==> config.mk <==
export PLATFORM = sky130hd
export DESIGN_NAME = rxpa_rx_align
export DESIGN_NICKNAME = d
export VERILOG_FILES = /design/src/rtl/rxpa_pkg.sv /design/src/rtl/rxpa_rate_div.sv /design/src/rtl/rxpa_rx_align.sv /design/src/rtl/rxpa_word_lock.sv
export SDC_FILE = /design/constraint.sdc
export NUM_CORES = 1
export LEC_CHECK = 0
export BUFFER_PORTS_ARGS = -buffer_cell sky130_fd_sc_hd__buf_4
export CORE_UTILIZATION = 55
export DETAILED_ROUTE_END_ITERATION = 10
export PLACE_DENSITY = 0.82
export SYNTH_ARGS = -nofsm -noshare
export SYNTH_HDL_FRONTEND = slang
export SYNTH_HIERARCHICAL = 1
export SYNTH_SLANG_ARGS = --single-unit
==> constraint.sdc <==
create_clock -name pclk -period 3.6 [get_ports pclk]
set_clock_uncertainty 0.2 [all_clocks]
set_input_delay 0.18 -clock pclk [delete_from_list [all_inputs] [get_ports pclk]]
set_output_delay 0.18 -clock pclk [all_outputs]
set_load 0.05 [all_outputs]
==> src/rtl/rxpa_pkg.sv <==
// Purpose: Shared constants for the receiver output timing and phase-align block
// Assumes: One 20 MHz clock (pclk), APB register access
// Notes: Word field sits in code[19:4] with w0 at bit 4; C-field c0..c3 in code[3:0]
package rxpa_pkg;
  // ************************************************************
  // Widths and register map
  // ************************************************************
  localparam int CODE_W = 20;
  localparam int DATA_W = 16;
  localparam int BND_W = DATA_W + 4;
  localparam int PH_W = 8;
  localparam int ADDR_W = 8;
  localparam logic [ADDR_W-1:0] ADDR_CTRL = 8'h00;
  localparam logic [ADDR_W-1:0] ADDR_STAT = 8'h04;
  localparam logic [ADDR_W-1:0] ADDR_PHASE = 8'h08;
  localparam int CTRL_MODE_BIT = 0;
  localparam logic CTRL_MODE_RST = 1'b0;
  localparam int STAT_READY_BIT = 0;
  localparam int STAT_NEED_BIT = 1;
  localparam int STAT_SRQ_BIT = 2;
  localparam int STAT_SLIP_BIT = 3;
  // ************************************************************
  // Line code fields
  // ************************************************************
  localparam int WF_LSB = 4;
  localparam int W7_POS = 11;
  localparam int W8_POS = 12;
  localparam logic [3:0] CF_DT0 = 4'hD;
  localparam logic [3:0] CF_DI0 = 4'h2;
  localparam logic [3:0] CF_DT1 = 4'hB;
  localparam logic [3:0] CF_DI1 = 4'h4;
  localparam logic [3:0] CF_CT = 4'h3;
  localparam logic [3:0] CF_CI = 4'hC;
  localparam logic [1:0] W78_CT = 2'h1;
  localparam logic [1:0] W78_CI = 2'h2;
  localparam logic [1:0] W78_IA = 2'h3;
  localparam logic [1:0] W78_IB = 2'h0;
  // ************************************************************
  // Rates, counts and pin synchroniser slots
  // ************************************************************
  localparam logic [1:0] RATE_FULL = 2'h0;
  localparam logic [1:0] RATE_HALF = 2'h1;
  localparam logic [1:0] RATE_QUARTER = 2'h2;
  localparam logic [1:0] RATE_TEST = 2'h3;
  localparam int BASE_DIV_DEF = 8;
  localparam int GOOD_MIN_DEF = 64;
  localparam int BAD_MAX_DEF = 2;
  localparam int PHASE_MARGIN = 2;
  localparam int SYNC_W = 8;
  localparam int SY_REF = 0;
  localparam int SY_TST = 1;
  localparam int SY_SHF = 2;
  localparam int SY_SRQ = 3;
  localparam int SY_WSD = 4;
  localparam int SY_RST = 5;
  localparam int SY_RLO = 6;
  localparam int SY_RHI = 7;
endpackage : rxpa_pkg

==> src/rtl/rxpa_rate_div.sv <==
// Purpose: Word-rate clock divider with full, half and quarter rate
// Assumes: step is a one-cycle enable (every cycle, or test clock edges)
// Notes: word_rise marks new internal bits, word_fall the output launch
`timescale 1ns/1ps
module rxpa_rate_div
  import rxpa_pkg::*;
#(
  parameter int BASE_DIV = BASE_DIV_DEF
) (
  input wire logic pclk,
  input wire logic presetn,
  input wire logic step,
  input wire logic [1:0] rate_sel,
  output logic word_clk,
  output logic word_rise,
  output logic word_fall
);
  localparam int CW = 8;
  logic [CW-1:0] cnt_reg;
  logic [CW-1:0] lim;
  logic [CW-1:0] half;
  // Wrap at or past the last count, so a switch to a faster rate mid-word cannot run the count the long way round
  wire wrap = (cnt_reg >= lim - 8'h01);
  // Longer period for slower rates; test mode keeps full ratio on test edges
  assign lim = (rate_sel == RATE_HALF) ? CW'(BASE_DIV * 2) :
               (rate_sel == RATE_QUARTER) ? CW'(BASE_DIV * 4) : CW'(BASE_DIV);
  assign half = lim >> 1;
  assign word_rise = step & wrap;
  assign word_fall = step & (cnt_reg == half - 8'h01);
  // Counter and clock level; clock high in the first half of the word
  always_ff @(posedge pclk or negedge presetn) begin
    if (!presetn) begin
      cnt_reg <= '0;
      word_clk <= 1'b1;
    end else if (step) begin
      cnt_reg <= wrap ? '0 : cnt_reg + 8'h01;
      word_clk <= wrap | (cnt_reg + 8'h01 < half);
    end
  end
endmodule : rxpa_rate_div

==> src/rtl/rxpa_rx_align.sv <==
// Purpose: Receiver output timing, reference-clock retiming and shift chain
// Assumes: rx_code comes from pclk-domain deserialiser logic
// Notes: All eight control and clock pins pass a two-flop synchroniser; rx_code and the APB signals do not
//
// Local design decisions: register access over APB and the register addresses.
`timescale 1ns/1ps
// How it works
// - In reference-clock mode all word and status outputs launch on a reference clock rising edge.
// - Otherwise the same outputs launch on the falling edge of the recovered word clock.
// - The second recovered word clock output is always the inverse of the first.
// - The two rate select pins choose full, half or quarter word rate.
// - With both rate select pins high the word timing steps on the external test clock.
// - The slip output is raised when the delay selection wraps and one word is slipped.
// - In reference-clock mode the shift input picks the delay applied before launch.
// - The shift output comes from the phase between reference edge and internal bits.
// - The shift request output is high when the request input is high or own phase needs a shift.
// - While the alignment reset pin is low word alignment is held reset and restarts on release.
// - While resync disable is high, code-field errors never cause a boundary resync.
// - Ready rises after 64 good words in a row and falls after 2 bad words in a row.
module rxpa_rx_align
  import rxpa_pkg::*;
#(
  parameter int BASE_DIV = BASE_DIV_DEF,
  parameter int GOOD_MIN = GOOD_MIN_DEF,
  parameter int BAD_MAX = BAD_MAX_DEF
) (
  input wire logic pclk,
  input wire logic presetn,
  input wire logic [ADDR_W-1:0] paddr,
  input wire logic psel,
  input wire logic penable,
  input wire logic pwrite,
  input wire logic [31:0] pwdata,
  output logic [31:0] prdata,
  output logic pready,
  output logic pslverr,
  input wire logic [CODE_W-1:0] rx_code,
  input wire logic local_ref_clock,
  input wire logic ext_serial_test_clock,
  input wire logic rate_select_lo,
  input wire logic rate_select_hi,
  input wire logic shift_delay_in,
  input wire logic shift_request_in,
  input wire logic word_resync_disable,
  input wire logic align_resetn,
  output logic recovered_word_clk,
  output logic recovered_word_clk_n,
  output logic [DATA_W-1:0] data_word_out,
  output logic flag_bit_out,
  output logic data_word_ind,
  output logic control_word_ind,
  output logic word_error_out,
  output logic link_ready_out,
  output logic word_slip_out,
  output logic shift_delay_out,
  output logic shift_request_out,
  output logic word_boundary_slip_req
);
  // ************************************************************
  // Pin synchronisers
  // ************************************************************
  logic [SYNC_W-1:0] pin_raw;
  logic [SYNC_W-1:0] sy1_reg;
  logic [SYNC_W-1:0] sy2_reg;
  logic ref_d_reg;
  logic tst_d_reg;
  assign pin_raw[SY_REF] = local_ref_clock;
  assign pin_raw[SY_TST] = ext_serial_test_clock;
  assign pin_raw[SY_SHF] = shift_delay_in;
  assign pin_raw[SY_SRQ] = shift_request_in;
  assign pin_raw[SY_WSD] = word_resync_disable;
  assign pin_raw[SY_RST] = align_resetn;
  assign pin_raw[SY_RLO] = rate_select_lo;
  assign pin_raw[SY_RHI] = rate_select_hi;
  // Two flops per pin; only the second flop feeds logic
  for (genvar i = 0; i < SYNC_W; i++) begin : g_sync
    always_ff @(posedge pclk or negedge presetn) begin
      if (!presetn) begin
        sy1_reg[i] <= 1'b0;
        sy2_reg[i] <= 1'b0;
      end else begin
        sy1_reg[i] <= pin_raw[i];
        sy2_reg[i] <= sy1_reg[i];
      end
    end
  end
  // Third flop gives edge detection on the two pin clocks
  always_ff @(posedge pclk or negedge presetn) begin
    if (!presetn) begin
      ref_d_reg <= 1'b0;
      tst_d_reg <= 1'b0;
    end else begin
      ref_d_reg <= sy2_reg[SY_REF];
      tst_d_reg <= sy2_reg[SY_TST];
    end
  end
  wire ref_rise = sy2_reg[SY_REF] & ~ref_d_reg;
  wire tst_rise = sy2_reg[SY_TST] & ~tst_d_reg;
  wire shift_sel = sy2_reg[SY_SHF];
  wire srq_in = sy2_reg[SY_SRQ];
  wire resync_dis = sy2_reg[SY_WSD];
  wire align_rstn = sy2_reg[SY_RST];
  wire [1:0] rate_q = {sy2_reg[SY_RHI], sy2_reg[SY_RLO]};
  // ************************************************************
  // Word-rate timing
  // ************************************************************
  logic word_clk;
  logic word_rise;
  logic word_fall;
  wire test_mode = (rate_q == RATE_TEST);
  wire div_step = test_mode ? tst_rise : 1'b1;
  rxpa_rate_div #(
    .BASE_DIV(BASE_DIV)
  ) u_div (
    .pclk(pclk),
    .presetn(presetn),
    .step(div_step),
    .rate_sel(rate_q),
    .word_clk(word_clk),
    .word_rise(word_rise),
    .word_fall(word_fall)
  );
  // ************************************************************
  // Word decode
  // ************************************************************
  wire [DATA_W-1:0] wf = rx_code[CODE_W-1:WF_LSB];
  wire [3:0] cf = rx_code[WF_LSB-1:0];
  wire [1:0] w78 = {rx_code[W7_POS], rx_code[W8_POS]};
  wire is_dt = (cf == CF_DT0) | (cf == CF_DT1);
  wire is_di = (cf == CF_DI0) | (cf == CF_DI1);
  wire is_d = is_dt | is_di;
  wire flag_dec = (cf == CF_DT1) | (cf == CF_DI1);
  wire is_ct = (cf == CF_CT) & (w78 == W78_CT);
  wire is_ci = (cf == CF_CI) & (w78 == W78_CI);
  wire is_idle = (cf == CF_CT) & ((w78 == W78_IA) | (w78 == W78_IB));
  wire is_c = is_ct | is_ci;
  wire err_dec = ~(is_d | is_c | is_idle);
  wire [DATA_W-3:0] ctl_raw = {wf[15:9], wf[6:0]};
  wire [DATA_W-3:0] ctl_val = is_ci ? ~ctl_raw : ctl_raw;
  wire [DATA_W-1:0] dat_val = is_di ? ~wf : wf;
  wire [DATA_W-1:0] word_val = is_d ? dat_val : (is_c ? {2'h0, ctl_val} : '0);
  wire [BND_W-1:0] bnd_dec = {err_dec, is_c, is_d, flag_dec & is_d, word_val};
  // ************************************************************
  // Word lock
  // ************************************************************
  logic ready_int;
  logic resync_int;
  logic [7:0] good_cnt;
  rxpa_word_lock #(
    .GOOD_MIN(GOOD_MIN),
    .BAD_MAX(BAD_MAX)
  ) u_lock (
    .pclk(pclk),
    .presetn(presetn),
    .align_rstn(align_rstn),
    .resync_dis(resync_dis),
    .word_valid(word_rise),
    .word_err(err_dec),
    .ready(ready_int),
    .resync(resync_int),
    .good_cnt(good_cnt)
  );
  // ************************************************************
  // Delay stages, phase and shift chain
  // ************************************************************
  logic mode_reg;
  logic [BND_W-1:0] st0_reg;
  logic [BND_W-1:0] st1_reg;
  logic [PH_W-1:0] phase_cnt;
  logic [PH_W-1:0] phase_reg;
  logic need_reg;
  logic shift_d_reg;
  logic slip_pend;
  logic fall_d_reg;
  wire launch = mode_reg ? ref_rise : fall_d_reg;
  wire [BND_W-1:0] sel_bnd = shift_sel ? st1_reg : st0_reg;
  wire [BND_W-1:0] out_bnd = mode_reg ? sel_bnd : st0_reg;
  wire phase_short = phase_cnt < PH_W'(PHASE_MARGIN);
  wire shift_chg = mode_reg & (shift_sel != shift_d_reg);
  // Stage 0 holds the newest word, stage 1 the word before it
  always_ff @(posedge pclk or negedge presetn) begin
    if (!presetn) begin
      st0_reg <= '0;
      st1_reg <= '0;
    end else if (word_rise) begin
      st0_reg <= bnd_dec;
      st1_reg <= st0_reg;
    end
  end
  // Cycles since internal bits changed; saturates so slow rates never wrap
  always_ff @(posedge pclk or negedge presetn) begin
    if (!presetn) begin
      phase_cnt <= '0;
    end else if (word_rise) begin
      phase_cnt <= '0;
    end else if (phase_cnt != '1) begin
      phase_cnt <= phase_cnt + 8'h01;
    end
  end
  // Reference edge too close to a bit change flips the delay choice
  always_ff @(posedge pclk or negedge presetn) begin
    if (!presetn) begin
      phase_reg <= '0;
      need_reg <= 1'b0;
      shift_delay_out <= 1'b0;
    end else if (ref_rise && mode_reg) begin
      phase_reg <= phase_cnt;
      need_reg <= phase_short;
      shift_delay_out <= shift_delay_out ^ phase_short;
    end
  end
  // Request chain passes upstream requests or asks for its own shift
  always_ff @(posedge pclk or negedge presetn) begin
    if (!presetn) begin
      shift_request_out <= 1'b0;
      shift_d_reg <= 1'b0;
      slip_pend <= 1'b0;
      fall_d_reg <= 1'b0;
    end else begin
      fall_d_reg <= word_fall; // Clock pin lags the divider by one flop
      shift_request_out <= srq_in | need_reg;
      shift_d_reg <= shift_sel;
      slip_pend <= shift_chg | (slip_pend & ~launch);
    end
  end
  // ************************************************************
  // Output launch
  // ************************************************************
  // One launch edge for the whole bundle keeps word and status aligned
  always_ff @(posedge pclk or negedge presetn) begin
    if (!presetn) begin
      {word_error_out, control_word_ind, data_word_ind, flag_bit_out, data_word_out} <= '0;
      link_ready_out <= 1'b0;
      word_slip_out <= 1'b0;
    end else if (launch) begin
      {word_error_out, control_word_ind, data_word_ind, flag_bit_out, data_word_out} <= out_bnd;
      link_ready_out <= ready_int;
      word_slip_out <= slip_pend;
    end
  end
  // Clock pins and the boundary resync request
  always_ff @(posedge pclk or negedge presetn) begin
    if (!presetn) begin
      recovered_word_clk <= 1'b1;
      recovered_word_clk_n <= 1'b0;
      word_boundary_slip_req <= 1'b0;
    end else begin
      recovered_word_clk <= word_clk;
      recovered_word_clk_n <= ~word_clk;
      word_boundary_slip_req <= resync_int;
    end
  end
  // ************************************************************
  // APB slave
  // ************************************************************
  wire apb_setup = psel & ~penable;
  wire apb_wr = psel & penable & pready & pwrite & ~pslverr;
  wire hit_ctrl = (paddr == ADDR_CTRL);
  wire hit_stat = (paddr == ADDR_STAT);
  wire hit_phase = (paddr == ADDR_PHASE);
  wire hit = hit_ctrl | hit_stat | hit_phase;
  wire [3:0] stat_bits = {slip_pend, shift_request_out, need_reg, ready_int};
  wire [31:0] rd_mux = hit_ctrl ? {31'h0000_0000, mode_reg} :
                       hit_stat ? {28'h000_0000, stat_bits} :
                       hit_phase ? {24'h00_0000, phase_reg} : 32'h0000_0000;
  // Answer is prepared in the setup cycle so access needs no wait
  always_ff @(posedge pclk or negedge presetn) begin
    if (!presetn) begin
      pready <= 1'b0;
      pslverr <= 1'b0;
      prdata <= 32'h0000_0000;
    end else begin
      pready <= apb_setup;
      pslverr <= apb_setup & ~hit;
      prdata <= apb_setup ? rd_mux : prdata;
    end
  end
  // Mode bit; change only with the link idle, else one bundle may glitch
  always_ff @(posedge pclk or negedge presetn) begin
    if (!presetn) begin
      mode_reg <= CTRL_MODE_RST;
    end else if (apb_wr && hit_ctrl) begin
      mode_reg <= pwdata[CTRL_MODE_BIT];
    end
  end
endmodule : rxpa_rx_align

==> src/rtl/rxpa_word_lock.sv <==
// Purpose: Word lock tracking, receiver ready and boundary resync request
// Assumes: word_valid pulses once per word with its error flag
// Notes: align_rstn is a synchronised level that acts as a clocked reset
`timescale 1ns/1ps
module rxpa_word_lock
  import rxpa_pkg::*;
#(
  parameter int GOOD_MIN = GOOD_MIN_DEF,
  parameter int BAD_MAX = BAD_MAX_DEF
) (
  input wire logic pclk,
  input wire logic presetn,
  input wire logic align_rstn,
  input wire logic resync_dis,
  input wire logic word_valid,
  input wire logic word_err,
  output logic ready,
  output logic resync,
  output logic [7:0] good_cnt
);
  logic [1:0] bad_reg;
  // Good words build up ready; a run of bad ones drops it
  always_ff @(posedge pclk or negedge presetn) begin
    if (!presetn) begin
      good_cnt <= '0;
      bad_reg <= '0;
      ready <= 1'b0;
      resync <= 1'b0;
    end else if (!align_rstn) begin
      good_cnt <= '0;
      bad_reg <= '0;
      ready <= 1'b0;
      resync <= 1'b0;
    end else if (word_valid && word_err) begin
      good_cnt <= '0;
      resync <= 1'b0;
      if (bad_reg == 2'(BAD_MAX - 1)) begin
        ready <= 1'b0;
        bad_reg <= '0;
        resync <= !resync_dis;
      end else begin
        bad_reg <= bad_reg + 2'h1;
      end
    end else if (word_valid) begin
      bad_reg <= '0;
      resync <= 1'b0;
      if (good_cnt == 8'(GOOD_MIN - 1)) begin
        ready <= 1'b1;
      end else if (!ready) begin
        good_cnt <= good_cnt + 8'h01;
      end
    end else begin
      resync <= 1'b0;
    end
  end
endmodule : rxpa_word_lock

==> impl_results.md <==
- Status: completed
- Multiplexer share of the synthesized area: 11.2%
- Seq/Total Area, Yosys: 53.5%
- Hold/Removal Path Class: primary input to flop
- Critical path class: flop to flop
- Reg-to-reg endpoint: st0_reg[7]$_DFFE_PN0P_
- Post-synthesis simple-gate area fraction: 13.2%
- Routed via count: 4,780
- Main combinational cell family by area after synthesis: simple AND/OR/NAND/NOR gates
- DRT iter0 DRCs: 309
- Count leader, synth: dfrtp_1
- Max Clk Rate: 0.303 GHz
- DR WL/cell: 15.9 um
- Worst slew pin tran: 1.10 ns
- Tcrit/Tclk final: 91.6%
- Post-route DRC: 0
- GRT Total Usage: 24.5%
- Synthesized area: 0.00641 mm^2
- CP delay by family, top: buffers and inverters
- Total wire length: 13,600 um
- Adder-cell area share of the yosys netlist: 2.54%
- Largest fanout on the critical path: 16
- Relative slew slack: 26.6%
- Pre-Repair DR Iteration Count: 4
- CP endpoint kind: flop
- Clk sinks: 137
- Routed Antenna Nets: 0
- Hold depth: 3
- CTS H-tree lvls: 4
- I/O Buffers: 78
- Worst R2R Start: rate_q[0]$_DFF_PN0_
- Initial Util: 56.4%
- Core area: 0.0114 mm^2
- Synth async-reset ratio: 100%
- Crit path buf inv count: 3
- Dpl hpwl: 8410 um
- Maximum VDD drop: 548 uV
- CTS clk-pin slew, worst paths: 0.06 ns
- Worst-Skew Late Latency: 0.41 ns
- Crit path launch type: flop
- Commonest cells in the netlist: dfrtp_1 (135), nor2_1 (41), inv_1 (35), mux2i_1 (34), mux2_2 (32)
- Setup TNS: 0 ns
- Ports: 134
- CP arrival: 3.39 ns
- RSZ-0062 raised after global routing: no
- Cell breakdown of the critical path: inv_1, ha_1, ha_1, nand3_1, o2bb2ai_2, a21boi_4, buf_4, nor2b_1, a221o_1, dlygate4sd3_1
- Worst Setup SP: rate_q[0]$_DFF_PN0_
- Predominant post-synthesis flop cell: dfrtp_1
- Num CTS Buffers: 17
- R2R cell count: 10
- Area leader, netlist: dfrtp_1
- Min cycle time layout: 3.30 ns
- First-pass GRT wire length: 22,400 um
- Post-synth EDFFs: 0
- Pin count of the biggest net entering global routing: 87
- Synthesis-to-finish area growth: 24.2%
- Fin nets: 787
- Chip height: 110 um
- Gate Count Post-Synth: 587
- Worst EP required: 3.70 ns
- Max Slew Vio Count: 0
- TritonCTS clock tree: yes
- Die width: 110 um
- Xor/xnor share of the synthesized area: 1.37%
- Synth cell types: 58
- Most common cell on crit path: ha_1
- Flop2flop setup slack: 0.30 ns
- Die footprint: 0.0121 mm^2
- Final GP Congestion: 0.839
- Fin util: 70.0%
- CTS Buffer Depth: 2
- Fill cell count: 792
- Synth area leaders: dfrtp_1 (53%), mux2_2 (5.6%), mux2i_1 (5.3%)
- CTS root buf: clkbuf_16
- CP max-delay cell: dlygate4sd3_1
- Grt ovf: 0
- Drt via density: 5.59
- Vias in the first global route: 4,617
- CP peak stage delay: 0.55 ns
- FP Rows: 39
- # diodes: 0
- Complex-gate fraction of the synthesized area: 11.5%
- Power per Cell Area: 733 mW/mm^2
- #FFs+latches synth: 137
- Max cap viols: 0
- Final Hold Viols: 0
- Leakage: 0.00384 uW
- Layout Cells excl Fill: 855
- YS warnings: 6
- WP depth: 10
- Placed insts: 789
- Final Setup Violations: 0
- Layout cells sized above 1: 22.8%
- Synth top area share: 52.7%
- Critical Path End: st0_reg[7]$_DFFE_PN0P_
- Initial antenna violation count: 0
- Mean Syn Cell Area: 10.9 um^2
-- timing repair --
item,in CTS,in global routing
gates resized for setup,0,1
endpoints found under the hold margin,114,0
setup endpoints to repair,0,3
hold buffers,36,0
buffers inserted,0,0
-- metal layers --
layer | GRT usage (%) | routed length (um) | part of all wire (%) | up-vias
met5 | 0 | 0 | 0 | -
met4 | 12.3 | 461 | 3.4 | 0
met3 | 5.51 | 544 | 4.0 | 42
met2 | 39.0 | 6640 | 49 | 143
met1 | 31.5 | 5950 | 44 | 2343
li1 | - | - | - | 2252
-- layout make-up --
| class | count | area, um^2 | area share, % |
|---|---|---|---|
| multi-input cells | 387 | 2660 | 33.4 |
| well taps | 143 | 179 | 2.25 |
| flip-flops and latches | 137 | 3430 | 43.1 |
| clock buffers | 21 | 440 | 5.53 |
| repair buffers | 122 | 1010 | 12.7 |
| clock inverters | 9 | 103 | 1.29 |
| inverters | 36 | 135 | 1.70 |
-- kinds of logic after synthesis --
| group | Yosys count |
|---|---|
| AND/OR/NAND/NOR | 165 |
| flip-flops | 137 |
| AO/OA/AOI/OAI | 108 |
| buffers and inverters | 86 |
| multiplexers | 67 |
| adder cells (fa/ha/maj) | 13 |
| XOR/XNOR | 10 |
| other | 1 |
-- worst reg2reg max path: stages (launching register included) --
cell and delay [ns]:
dfrtp_1 0.37, inv_1 0.07, ha_1 0.34, ha_1 0.29
nand3_1 0.09, o2bb2ai_2 0.20, a21boi_4 0.42, buf_4 0.31
nor2b_1 0.08, a221o_1 0.25, dlygate4sd3_1 0.55
-- how the worst min path moves through the flow --
stage | from | slack [ns] | to
final | rx_code[0] | 0.02 | st0_reg[2]$_DFFE_PN0P_
after global routing | rx_code[0] | 0.04 | st0_reg[1]$_DFFE_PN0P_
after CTS | rx_code[17] | 0.0005 | st0_reg[13]$_DFFE_PN0P_
after detailed placement | presetn | 0.09 | data_word_out[9]$_DFFE_PN0P_
after global placement | presetn | 0.08 | data_word_out[9]$_DFFE_PN0P_
after floorplan | presetn | -0.32 | align_rstn$_DFF_PN0_
-- per-stage QoR --
step / setup WS, ns / power [uW] / hold slack [ns] / instance area (um^2)
6_report: 0.303 / 5840 / 0.0199 / 7960
5_1_grt: 0.154 / 6160 / 0.0353 / 7960
4_1_cts: 0.168 / 5850 / 0.000514 / 7950
3_5_place_dp: 0.561 / 4130 / 0.0906 / 7050
3_3_place_gp: 0.655 / 4040 / 0.0836 / 7050
2_1_floorplan: 0.329 / 3600 / -0.316 / 6500
-- power breakdown --
group / switching [uW] / internal, uW
logic: 1160 / 756
registers: 331 / 1970
clock network: 619 / 1010
total: 2110 / 3730
-- cells in the final DEF, fill, tap and decap left out, types with 6 or more instances in the layout --
cell and instances:
a21oi_1 31, conb_1 24, xnor2_1 7, a221o_1 7, inv_1 35, mux2_2 32
nand3_1 22, nand2b_1 6, clkbuf_16 17, nor2b_1 17, o21ai_0 25, nor3_1 9
buf_4 85, ha_1 13, nand2_1 31, nand4_1 12, dfrtp_1 135, o221ai_1 9
dlygate4sd3_1 36, mux2i_1 34, nor2_1 41
Power figures use the tool's default switching activity.
